`config.mk`:
```
export PLATFORM = sky130hd
export DESIGN_NAME = vstc_top
export DESIGN_NICKNAME = d
export VERILOG_FILES = /design/src/vstc_pkg.sv /design/src/vstc_top.sv /design/src/vstc_debounce.sv /design/src/vstc_target_lut.sv
export SDC_FILE = /design/constraint.sdc
export NUM_CORES = 1
export LEC_CHECK = 0
export ABC_AREA = 1
export BUFFER_PORTS_ARGS = -buffer_cell sky130_fd_sc_hd__buf_4
export CORE_ASPECT_RATIO = 0.5
export CORE_MARGIN = 4
export CORE_UTILIZATION = 35
export CTS_CLUSTER_DIAMETER = 80
export DETAILED_ROUTE_END_ITERATION = 12
export PLACE_DENSITY = 0.53
export SYNTH_ARGS = -nofsm -noshare
export SYNTH_HDL_FRONTEND = slang
export SYNTH_SLANG_ARGS = --single-unit
```
`constraint.sdc`:
```
create_clock -name clk_i -period 7.7 [get_ports clk_i]
set_input_delay 0.77 -clock clk_i [delete_from_list [all_inputs] [get_ports clk_i]]
set_output_delay 0.77 -clock clk_i [all_outputs]
set_load 0.005 [all_outputs]
```
`src/vstc_pkg.sv`:
```
/*
 * Shared constants for the supply trim controller: clock rate, derived
 * timing counts, the code-to-target table, register offsets and fields.
 * Assumes a single 25 MHz system clock.
 */
package vstc_pkg;

	// Clock and derived timing
	localparam int CLK_HZ            = 25_000_000;
	localparam int DEBOUNCE_MS       = 10;
	localparam int DEBOUNCE_CYCLES   = CLK_HZ / 1000 * DEBOUNCE_MS;
	localparam int HB_PERIOD_MS      = 500;
	localparam int HB_HALF_CYCLES    = CLK_HZ / 1000 * HB_PERIOD_MS / 2;
	localparam int PWRDN_STEP_US     = 1000;
	localparam int PWRDN_STEP_CYCLES = CLK_HZ / 1_000_000 * PWRDN_STEP_US;

	// Code and target widths
	localparam int CODE_W   = 4;
	localparam int TARGET_W = 12;
	localparam logic [TARGET_W-1:0] MARGIN_DIV = 12'h014; // 5 percent is one twentieth
	localparam logic [CODE_W-1:0]   RST_CODE   = 4'h0;

	// Shared code-to-target table, entry 0 first
	localparam logic [TARGET_W-1:0] CODE_TARGETS [16] = '{
		12'h000, 12'h23a, 12'h244, 12'h24e, 12'h253, 12'h258, 12'h25d, 12'h262,
		12'h26c, 12'h276, 12'h4b0, 12'h4c9, 12'h4e2, 12'h4fb, 12'h514, 12'h51e
	};

	// Register byte offsets
	localparam logic [7:0] REG_CTRL    = 8'h00;
	localparam logic [7:0] REG_STATUS  = 8'h04;
	localparam logic [7:0] REG_TARGETS = 8'h08;

	// Field positions
	localparam int CTRL_RESTART_BIT = 0;
	localparam int ST_DCDC_CODE_LSB = 0;
	localparam int ST_REG_CODE_LSB  = 4;
	localparam int ST_DCDC_EN_BIT   = 8;
	localparam int ST_REG_EN_BIT    = 9;
	localparam int ST_PROFILE_LSB   = 10;
	localparam int ST_SEQ_LSB       = 12;
	localparam int ST_HB_BIT        = 14;
	localparam int ST_LED_SENSE_LSB = 15;
	localparam int ST_EN_SENSE_LSB  = 19;
	localparam int TG_DCDC_LSB      = 0;
	localparam int TG_REG_LSB       = 16;

	// Sequencer LED lanes
	localparam int LED_HEARTBEAT = 0;
	localparam int LED_MARGIN    = 1;
	localparam int LED_DCDC      = 2;
	localparam int LED_REG       = 3;

	// Supply enable lanes
	localparam int EN_REG  = 0;
	localparam int EN_DCDC = 1;

	typedef enum logic [1:0] {PROF_NOMINAL, PROF_UP, PROF_DOWN} vstc_profile_t;
	typedef enum logic [1:0] {SEQ_RUN, SEQ_DCDC_DOWN, SEQ_REG_DOWN} vstc_seq_t;

endpackage : vstc_pkg

```
`src/vstc_top.sv`:
```
/*
 * Supply trim controller: conditions buttons and code switches, captures
 * voltage-id codes, drives open-drain supply enables and status LEDs,
 * selects margin profiles, sequences the restart power-down, and offers
 * control and status over a classic Wishbone slave.
 * Assumes pull-ups on every open-drain net and one 25 MHz clock.
 */
// The register offsets and the Wishbone interface to the registers are this design's own decisions.
// How it works
// Holding the first button raises both trim targets by five percent.
// Holding the second button lowers both trim targets by five percent.
// Buttons read low when pressed; none or both pressed means nominal.
// Restart drops the DC-DC enable first, then the regulator enable.
// After power-down the sequencer returns to its initial state and reruns.
// Heartbeat LED completes one on/off cycle every 500 ms.
// After reset or restart the regulator stays off and dark until loaded.
// Second button press captures the regulator code switches.
// Outside party presents regulator codes 0 or 10 to 15 only.
// Regulator code zero disables and darkens; nonzero enables and lights.
// First button press captures the DC-DC code switches.
// Outside party presents DC-DC codes 0 to 9 only.
// DC-DC code zero disables and darkens; nonzero enables and lights.
// One sixteen-entry table maps codes to targets for both supplies.
// Table output is the target the trim loop compares against.
// Switch up reads one; the first switch is the code's LSB.
// Sequencer LEDs are open-drain, pulled low to light.
// Each supply enable has its own open-drain output.
// Board LEDs are driven low for on and high for off.
// Inputs are synchronised, debounced, and a press counts once.
// Captured codes hold until the next press or a restart.
`timescale 1ns/10ps
module vstc_top
	import vstc_pkg::*;
#(
	parameter int DEB_CYCLES  = DEBOUNCE_CYCLES,
	parameter int HB_CYCLES   = HB_HALF_CYCLES,
	parameter int STEP_CYCLES = PWRDN_STEP_CYCLES,
	parameter int ADR_W       = 8
)(
	input  wire logic              clk_i,
	input  wire logic              rst_i,
	// Wishbone slave
	input  wire logic              wb_cyc_i,
	input  wire logic              wb_stb_i,
	input  wire logic              wb_we_i,
	input  wire logic [ADR_W-1:0]  wb_adr_i,
	input  wire logic [3:0]        wb_sel_i,
	input  wire logic [31:0]       wb_dat_i,
	output logic      [31:0]       wb_dat_o,
	output logic                   wb_ack_o,
	// Buttons, active low, and code switches
	input  wire logic              first_pushbutton_n_i,
	input  wire logic              second_pushbutton_n_i,
	input  wire logic              restart_button_n_i,
	input  wire logic [CODE_W-1:0] dcdc_code_switches_i,
	input  wire logic [CODE_W-1:0] regulator_code_switches_i,
	// Open-drain sequencer LEDs
	input  wire logic [3:0]        seq_led_i,
	output logic      [3:0]        seq_led_o,
	output logic      [3:0]        seq_led_oe_o,
	// Open-drain supply enables
	input  wire logic [1:0]        supply_enable_i,
	output logic      [1:0]        supply_enable_o,
	output logic      [1:0]        supply_enable_oe_o,
	// Push-pull board LEDs and trim targets
	output logic      [7:0]        board_led_n_o,
	output logic      [TARGET_W-1:0] dcdc_trim_target_o,
	output logic      [TARGET_W-1:0] reg_trim_target_o,
	output vstc_profile_t          trim_profile_o
);
	localparam int N_IN   = 3 + 2 * CODE_W;
	localparam int STEP_W = $clog2(STEP_CYCLES + 1);
	localparam int HB_W   = $clog2(HB_CYCLES + 1);
	// Buttons idle high, switches reset low
	localparam logic [N_IN-1:0] IN_RST = {{(2 * CODE_W){1'b0}}, 3'b111};

	typedef struct packed {
		vstc_seq_t           seq;
		logic [STEP_W-1:0]   step_cnt;
		logic [HB_W-1:0]     hb_cnt;
		logic                hb;
		logic [CODE_W-1:0]   dcdc_code;
		logic [CODE_W-1:0]   reg_code;
		vstc_profile_t       profile;
		logic [TARGET_W-1:0] dcdc_tgt;
		logic [TARGET_W-1:0] reg_tgt;
		logic [7:0]          board_led_n;
		logic                ack;
		logic [31:0]         rdata;
		logic                soft_restart;
		logic [2:0][5:0]     sense_sync;
		logic [5:0]          sense;
	} vstc_top_state_t;

	vstc_top_state_t st;
	vstc_top_state_t next_st;

	logic [N_IN-1:0]     raw_in;
	logic [N_IN-1:0]     in_level;
	logic [N_IN-1:0]     in_fall;
	logic [TARGET_W-1:0] dcdc_lut;
	logic [TARGET_W-1:0] reg_lut;
	logic                first_held;
	logic                second_held;
	logic                restart_req;
	logic                wb_req;
	logic [7:0]          wb_off;

	if (DEB_CYCLES < 1 || HB_CYCLES < 1 || STEP_CYCLES < 1 || ADR_W < 4 || ADR_W > 8)
	begin : g_chk
		$error("vstc_top: counts must be at least 1 and ADR_W within 4 to 8");
	end

	// Pin order: buttons in bits 2:0, DC-DC code, then regulator code
	assign raw_in = {regulator_code_switches_i, dcdc_code_switches_i,
		restart_button_n_i, second_pushbutton_n_i, first_pushbutton_n_i};

	// One conditioner per pin
	for (genvar i = 0; i < N_IN; i++)
	begin : g_in
		vstc_debounce #(
			.CYCLES    (DEB_CYCLES),
			.RST_LEVEL (IN_RST[i])
		) u_deb (
			.clk_i   (clk_i),
			.rst_i   (rst_i),
			.pin_i   (raw_in[i]),
			.level_o (in_level[i]),
			.fall_o  (in_fall[i])
		);
	end

	// Pressed means low on the pin
	assign first_held  = ~in_level[0];
	assign second_held = ~in_level[1];
	assign restart_req = in_fall[2] | st.soft_restart;

	// Both supplies share the same table
	vstc_target_lut u_lut_dcdc (
		.code_i    (st.dcdc_code),
		.profile_i (st.profile),
		.target_o  (dcdc_lut)
	);

	vstc_target_lut u_lut_reg (
		.code_i    (st.reg_code),
		.profile_i (st.profile),
		.target_o  (reg_lut)
	);

	assign wb_req = wb_cyc_i & wb_stb_i & ~st.ack;
	assign wb_off = 8'(wb_adr_i);

	// Next-state logic for sequencer, capture, heartbeat and bus
	always_comb
	begin
		next_st              = st;
		next_st.soft_restart = 1'b0;

		// Free-running heartbeat, toggled each half period
		if (st.hb_cnt == HB_W'(HB_CYCLES - 1))
		begin
			next_st.hb_cnt = '0;
			next_st.hb     = ~st.hb;
		end
		else
		begin
			next_st.hb_cnt = st.hb_cnt + HB_W'(1);
		end

		// Margin profile follows held buttons; both held is nominal
		if (first_held && !second_held)
			next_st.profile = PROF_UP;
		else if (second_held && !first_held)
			next_st.profile = PROF_DOWN;
		else
			next_st.profile = PROF_NOMINAL;

		case (st.seq)
			SEQ_RUN:
			begin
				// Switch bits taken as read, bit 0 is the first switch
				if (in_fall[0])
					next_st.dcdc_code = in_level[3 +: CODE_W];
				if (in_fall[1])
					next_st.reg_code = in_level[3 + CODE_W +: CODE_W];
				if (restart_req)
				begin
					next_st.seq       = SEQ_DCDC_DOWN;
					next_st.dcdc_code = RST_CODE; // DC-DC goes down first
					next_st.step_cnt  = '0;
				end
			end
			SEQ_DCDC_DOWN:
			begin
				if (st.step_cnt == STEP_W'(STEP_CYCLES - 1))
				begin
					next_st.seq      = SEQ_REG_DOWN;
					next_st.reg_code = RST_CODE; // Regulator only after the gap
					next_st.step_cnt = '0;
				end
				else
				begin
					next_st.step_cnt = st.step_cnt + STEP_W'(1);
				end
			end
			SEQ_REG_DOWN:
			begin
				if (st.step_cnt == STEP_W'(STEP_CYCLES - 1))
				begin
					next_st.seq      = SEQ_RUN; // Back to the start, codes empty
					next_st.step_cnt = '0;
				end
				else
				begin
					next_st.step_cnt = st.step_cnt + STEP_W'(1);
				end
			end
			default:
			begin
				next_st.seq = SEQ_RUN;
			end
		endcase

		// Targets registered so the trim loop sees clean values
		next_st.dcdc_tgt    = dcdc_lut;
		next_st.reg_tgt     = reg_lut;
		next_st.board_led_n = ~{st.reg_code, st.dcdc_code}; // Low lights a board LED

		// Sensed nets are pins: three flops, a bit moves once stages two and three agree
		next_st.sense_sync = {st.sense_sync[1:0], supply_enable_i, seq_led_i};
		next_st.sense      = (st.sense & (st.sense_sync[1] ^ st.sense_sync[2]))
			| (st.sense_sync[2] & ~(st.sense_sync[1] ^ st.sense_sync[2]));

		// Bus answers one cycle after the request, unmapped reads zero
		next_st.ack   = wb_req;
		next_st.rdata = '0;
		if (wb_req)
		begin
			if (wb_we_i && wb_off == REG_CTRL && wb_sel_i[0])
				next_st.soft_restart = wb_dat_i[CTRL_RESTART_BIT];
			if (!wb_we_i)
			begin
				case (wb_off)
					REG_STATUS:
					begin
						next_st.rdata[ST_DCDC_CODE_LSB +: CODE_W] = st.dcdc_code;
						next_st.rdata[ST_REG_CODE_LSB +: CODE_W]  = st.reg_code;
						next_st.rdata[ST_DCDC_EN_BIT]             = |st.dcdc_code;
						next_st.rdata[ST_REG_EN_BIT]              = |st.reg_code;
						next_st.rdata[ST_PROFILE_LSB +: 2]        = st.profile;
						next_st.rdata[ST_SEQ_LSB +: 2]            = st.seq;
						next_st.rdata[ST_HB_BIT]                  = st.hb;
						next_st.rdata[ST_LED_SENSE_LSB +: 4]      = st.sense[3:0];
						next_st.rdata[ST_EN_SENSE_LSB +: 2]       = st.sense[5:4];
					end
					REG_TARGETS:
					begin
						next_st.rdata[TG_DCDC_LSB +: TARGET_W] = st.dcdc_tgt;
						next_st.rdata[TG_REG_LSB +: TARGET_W]  = st.reg_tgt;
					end
					default:
					begin
						next_st.rdata = '0;
					end
				endcase
			end
		end
	end

	// Reset leaves both supplies off with empty codes
	always_ff @(posedge clk_i)
	begin
		if (rst_i)
		begin
			st.seq          <= SEQ_RUN;
			st.step_cnt     <= '0;
			st.hb_cnt       <= '0;
			st.hb           <= 1'b0;
			st.dcdc_code    <= RST_CODE;
			st.reg_code     <= RST_CODE;
			st.profile      <= PROF_NOMINAL;
			st.dcdc_tgt     <= '0;
			st.reg_tgt      <= '0;
			st.board_led_n  <= 8'hff;
			st.ack          <= 1'b0;
			st.rdata        <= '0;
			st.soft_restart <= 1'b0;
			st.sense_sync   <= '0;
			st.sense        <= '0;
		end
		else
		begin
			st <= next_st;
		end
	end

	// Open-drain nets only ever pull low; a lit LED is a driven pin
	assign seq_led_o                    = 4'h0;
	assign seq_led_oe_o[LED_HEARTBEAT]  = st.hb;
	assign seq_led_oe_o[LED_MARGIN]     = st.profile != PROF_NOMINAL;
	assign seq_led_oe_o[LED_DCDC]       = |st.dcdc_code;
	assign seq_led_oe_o[LED_REG]        = |st.reg_code;

	// Enable released high through its pull-up, held low while off
	assign supply_enable_o              = 2'h0;
	assign supply_enable_oe_o[EN_REG]   = ~|st.reg_code;
	assign supply_enable_oe_o[EN_DCDC]  = ~|st.dcdc_code;

	assign board_led_n_o      = st.board_led_n;
	assign dcdc_trim_target_o = st.dcdc_tgt;
	assign reg_trim_target_o  = st.reg_tgt;
	assign trim_profile_o     = st.profile;
	assign wb_dat_o           = st.rdata;
	assign wb_ack_o           = st.ack;

endmodule : vstc_top

```
`src/vstc_debounce.sv`:
```
/*
 * One input conditioner: three-stage synchroniser and a stability filter.
 * Assumes an asynchronous pin input and a synchronous active-high reset.
 */
`timescale 1ns/10ps
module vstc_debounce
	import vstc_pkg::*;
#(
	parameter int   CYCLES    = DEBOUNCE_CYCLES,
	parameter logic RST_LEVEL = 1'b1
)(
	input  wire logic clk_i,
	input  wire logic rst_i,
	input  wire logic pin_i,
	output logic      level_o,
	output logic      fall_o
);
	localparam int CNT_W = $clog2(CYCLES + 1);

	typedef struct packed {
		logic [2:0]       sync;
		logic [CNT_W-1:0] cnt;
		logic             level;
		logic             fall;
	} vstc_deb_state_t;

	vstc_deb_state_t st;
	vstc_deb_state_t next_st;

	if (CYCLES < 1)
	begin : g_chk
		$error("vstc_debounce: CYCLES must be at least 1");
	end

	// Second and third stages must agree; the first stage feeds only the second
	always_comb
	begin
		next_st      = st;
		next_st.sync = {st.sync[1:0], pin_i};
		next_st.fall = 1'b0;
		if (st.sync[1] == st.sync[2] && st.sync[2] != st.level)
		begin
			if (st.cnt == CNT_W'(CYCLES - 1))
			begin
				next_st.level = st.sync[2];
				next_st.fall  = st.level & ~st.sync[2]; // One strobe per press
				next_st.cnt   = '0;
			end
			else
			begin
				next_st.cnt = st.cnt + CNT_W'(1);
			end
		end
		else
		begin
			next_st.cnt = '0; // Any bounce restarts the wait
		end
	end

	// Reset to the idle level so no false press appears
	always_ff @(posedge clk_i)
	begin
		if (rst_i)
		begin
			st.sync  <= {3{RST_LEVEL}};
			st.cnt   <= '0;
			st.level <= RST_LEVEL;
			st.fall  <= 1'b0;
		end
		else
		begin
			st <= next_st;
		end
	end

	assign level_o = st.level;
	assign fall_o  = st.fall;

endmodule : vstc_debounce

```
`src/vstc_target_lut.sv`:
```
/*
 * Code-to-target lookup with margin offset, one per supply.
 * Purely combinational; the caller registers the result.
 */
`timescale 1ns/10ps
module vstc_target_lut
	import vstc_pkg::*;
(
	input  wire logic [CODE_W-1:0]   code_i,
	input  wire vstc_profile_t       profile_i,
	output logic      [TARGET_W-1:0] target_o
);
	logic [TARGET_W-1:0] base;
	logic [TARGET_W-1:0] delta;

	// Shared table gives the nominal ADC target
	always_comb
	begin
		base  = CODE_TARGETS[code_i];
		delta = base / MARGIN_DIV;
		case (profile_i)
			PROF_UP:   target_o = base + delta; // Raise by 5%
			PROF_DOWN: target_o = base - delta; // Lower by 5%
			default:   target_o = base;         // Plain closed-loop trim
		endcase
	end

endmodule : vstc_target_lut

```
==> reports/metrics.cfg <==
[timing]
slew_headroom_pct = 23.5
setup_violations = 0
hold_violations = 0
slew_viol_final = 0
tns_ns = 0
max_freq_mhz = 152
rsz0062_at_grt = no
period_share_pct = 85.4
setup_ws_ns = 1.13
fin_crit_ns = 6.57
fin_hold_ws_ns = 0.391
fin_skew_ns = 0.0168
worst_slew_pin_slew_ns = 1.15

[routing]
via_per_inst = 4.61
ant_nets = 0
vias = 15300
remaining_drc_errors = 0
drt-pass1-iter-count = 5
post_drt_wl_per_cell_um = 12.0
drt_iter0_drc = 813
drt-total-wl_um = 39800

[synth]
synthTopCellsByCount = inv_1, nand2_1, dfxtp_1
synth_edf_count = 0
synth_area_leaders = dfxtp_1, inv_1, nand2_1, nor2_1, ha_1
syn_area_um2 = 18700
avgSynthCellArea_um2 = 7.32
synth_top_cell_by_area = dfxtp_1
synth_flop_cell = dfxtp_1
synth.most_common_cell = inv_1
synth_top_area_share_pct = 41.0
ys_ff_latch = 382
yosysUniqueCellTypes = 59
syn_inst = 2549
synth_warnings = 0
yosysSeqAreaShare_pct = 41.0
async_flop_share_pct = 0

[finish]
drive_gt1_share_pct = 10.3
fin_nets = 2717
synthToLayoutAreaGrowth_pct = 11.9
fillerInstances = 5434

[die]
die_area_um2 = 57300
io_pins = 145
core-area_um2 = 52300
fp-row-count = 59
die_h_um = 171
die_w_um = 335
initial_core_util_pct = 35.7

[grt]
track_usage_pct = 13.8
grt_max_degree = 43
antenna_found_initial = 0
grt_pass1_vias = 14300
grt_first_pass_wirelength_um = 67400
grt_overflow = 0

[critical_path]
crit_top_cell = inv_1
worst_path_max_delay_cell = dfxtp_1
rr_startpoint = st[98]
worstSetupPathType = reg2reg
critPathMaxFanout = 12
r2r_setup_slack_ns = 1.13
critPathLaunchType = flip-flop
max_stage_delay_ns = 0.53
r2r_cells = 45
cp_data_arrival_time_ns = 7.00
end_kind = flip-flop
cp.required_ns = 8.13
r2r_end = dcdc_trim_target_o[10]

[power]
peakVddDrop_mv = 0.161
finalPower_mw = 4.02
power_per_cell_area_nw_per_um2 = 192
p_leak_nw = 8.11

[clock_tree]
insertion_delay_ns = 0.54
h-tree-depth = 2
cts_sinks = 382
cts_setup_buffers = 0
cts_tree = built
ctsResizeCount = 0
max-clock-path-buffers = 3
cts.root.buffer_cell = clkbuf_16
cts_hold_buffers = 0
cts_buffers = 39
cts.clk_slew.worst_paths_ns = 0.06

[worst_hold_path]
hold-path-endpoint = next_st[23]
hold_class = reg2reg
hold_path_depth = 2
min_from = next_st[17]

[place]
io_buffers = 100
gp_congestion = 0.854
post-place-ws_ns = 1.19
hpwl_um = 29100

[outcome]
status = complete, no violations

[job]
max_cap_violations = 0

## how the worst max path moves through the flow
stage               depth (start not counted)                      to  slack [ns]    from
floorplan                                  49  dcdc_trim_target_o[10]        2.00  st[98]
global placement                           47  dcdc_trim_target_o[10]        1.22  st[98]
detailed placement                         45  dcdc_trim_target_o[10]        1.19  st[98]
CTS                                        45  dcdc_trim_target_o[10]        1.14  st[98]
global route                               50  dcdc_trim_target_o[10]        0.33  st[98]
finish                                     45  dcdc_trim_target_o[10]        1.13  st[98]
## per-stage QoR
step / cell area [µm²] / utilization, % / cells
final: 20900 / 39.9 / 3315
after global routing: 20900 / 39.9 / 3314
after CTS: 20900 / 39.9 / 3314
after detailed placement: 19600 / 37.5 / 3247
after global placement: 19600 / 37.5 / 3247
after floorplan: 18700 / - / 2558
## per-layer routing
layer,up-vias,share of wire [%],track usage (%)
li1,8213,-,-
met2,141,45,23.7
met3,56,2.9,2.16
met1,6861,49,18.1
met4,0,2.5,4.11
met5,-,0,0
## sequential cells by signal, summed over array words and instances (netlist names), named ones only
name / cells
board_led_n_o: 8
dcdc_trim_target_o: 12
g_in.u_deb.fall_o: 3
g_in.u_deb.level_o: 11
g_in.u_deb.next_st: 22
g_in.u_deb.st: 209
next_st: 12
reg_trim_target_o: 12
seq_led_oe_o: 1
st: 55
trim_profile_o: 2
wb_ack_o: 1
wb_dat_o: 28
## placed cells by master, fill, tap and decap left out, types with 20 or more instances in the layout
master	synthesis	layout
inv_1	401	400
nand2_1	383	383
dfxtp_1	382	382
nor2_1	354	354
a21oi_1	140	140
nand3_1	124	124
buf_4	74	102
nor3_1	100	100
o21ai_0	63	63
ha_1	62	62
xor2_1	59	59
nand4_1	57	57
clkbuf_16	0	39
nor3b_1	35	35
nor4_1	34	34
o22ai_1	30	30
or2_2	25	25
nand2_2	23	23
a31oi_1	20	20
## cell type report
| class | count | area (µm²) | area share [%] |
|---|---|---|---|
| clock buffer | 54 | 1120 | 5.37 |
| timing repair buffer | 102 | 766 | 3.67 |
| tap | 701 | 877 | 4.20 |
| sequential | 382 | 7650 | 36.6 |
| multi-input combinational | 1640 | 8740 | 41.8 |
| clock inverter | 13 | 145 | 0.695 |
| inverter | 422 | 1590 | 7.61 |
| antenna | 1 | 2.50 | 0.0120 |
## worst max-delay path: cells and delay by family (launching register included)
family / cells / cell delay [ns]
AND/OR/NAND/NOR: 22 / 2.38
buffers and inverters: 10 / 0.96
multiplexers: 1 / 0.40
adder cells (fa/ha/maj): 3 / 0.92
AO/OA/AOI/OAI: 8 / 1.21
flip-flops: 1 / 0.53
XOR/XNOR: 1 / 0.06
## where the power goes
group | internal, mW | total, mW | switching, mW
registers | 1.99 | 2.00 | 0.00980
clock network | 1.09 | 1.88 | 0.789
logic | 0.0403 | 0.133 | 0.0925
## cells by family (layout without fill, tap and decap cells)
kind of cell             count (synthesis)  count (layout)  synth area share [%]
AND/OR/NAND/NOR                       1176            1176                  28.9
buffers and inverters                  536             591                  12.4
flip-flops                             382             382                  41.0
AO/OA/AOI/OAI                          322             322                  10.1
XOR/XNOR                                67              67                  3.18
adder cells (fa/ha/maj)                 64              64                  4.37
other                                    1              11                0.0201
multiplexers                             1               1                0.0536
No activity file was read; power rests on OpenSTA's default activity.
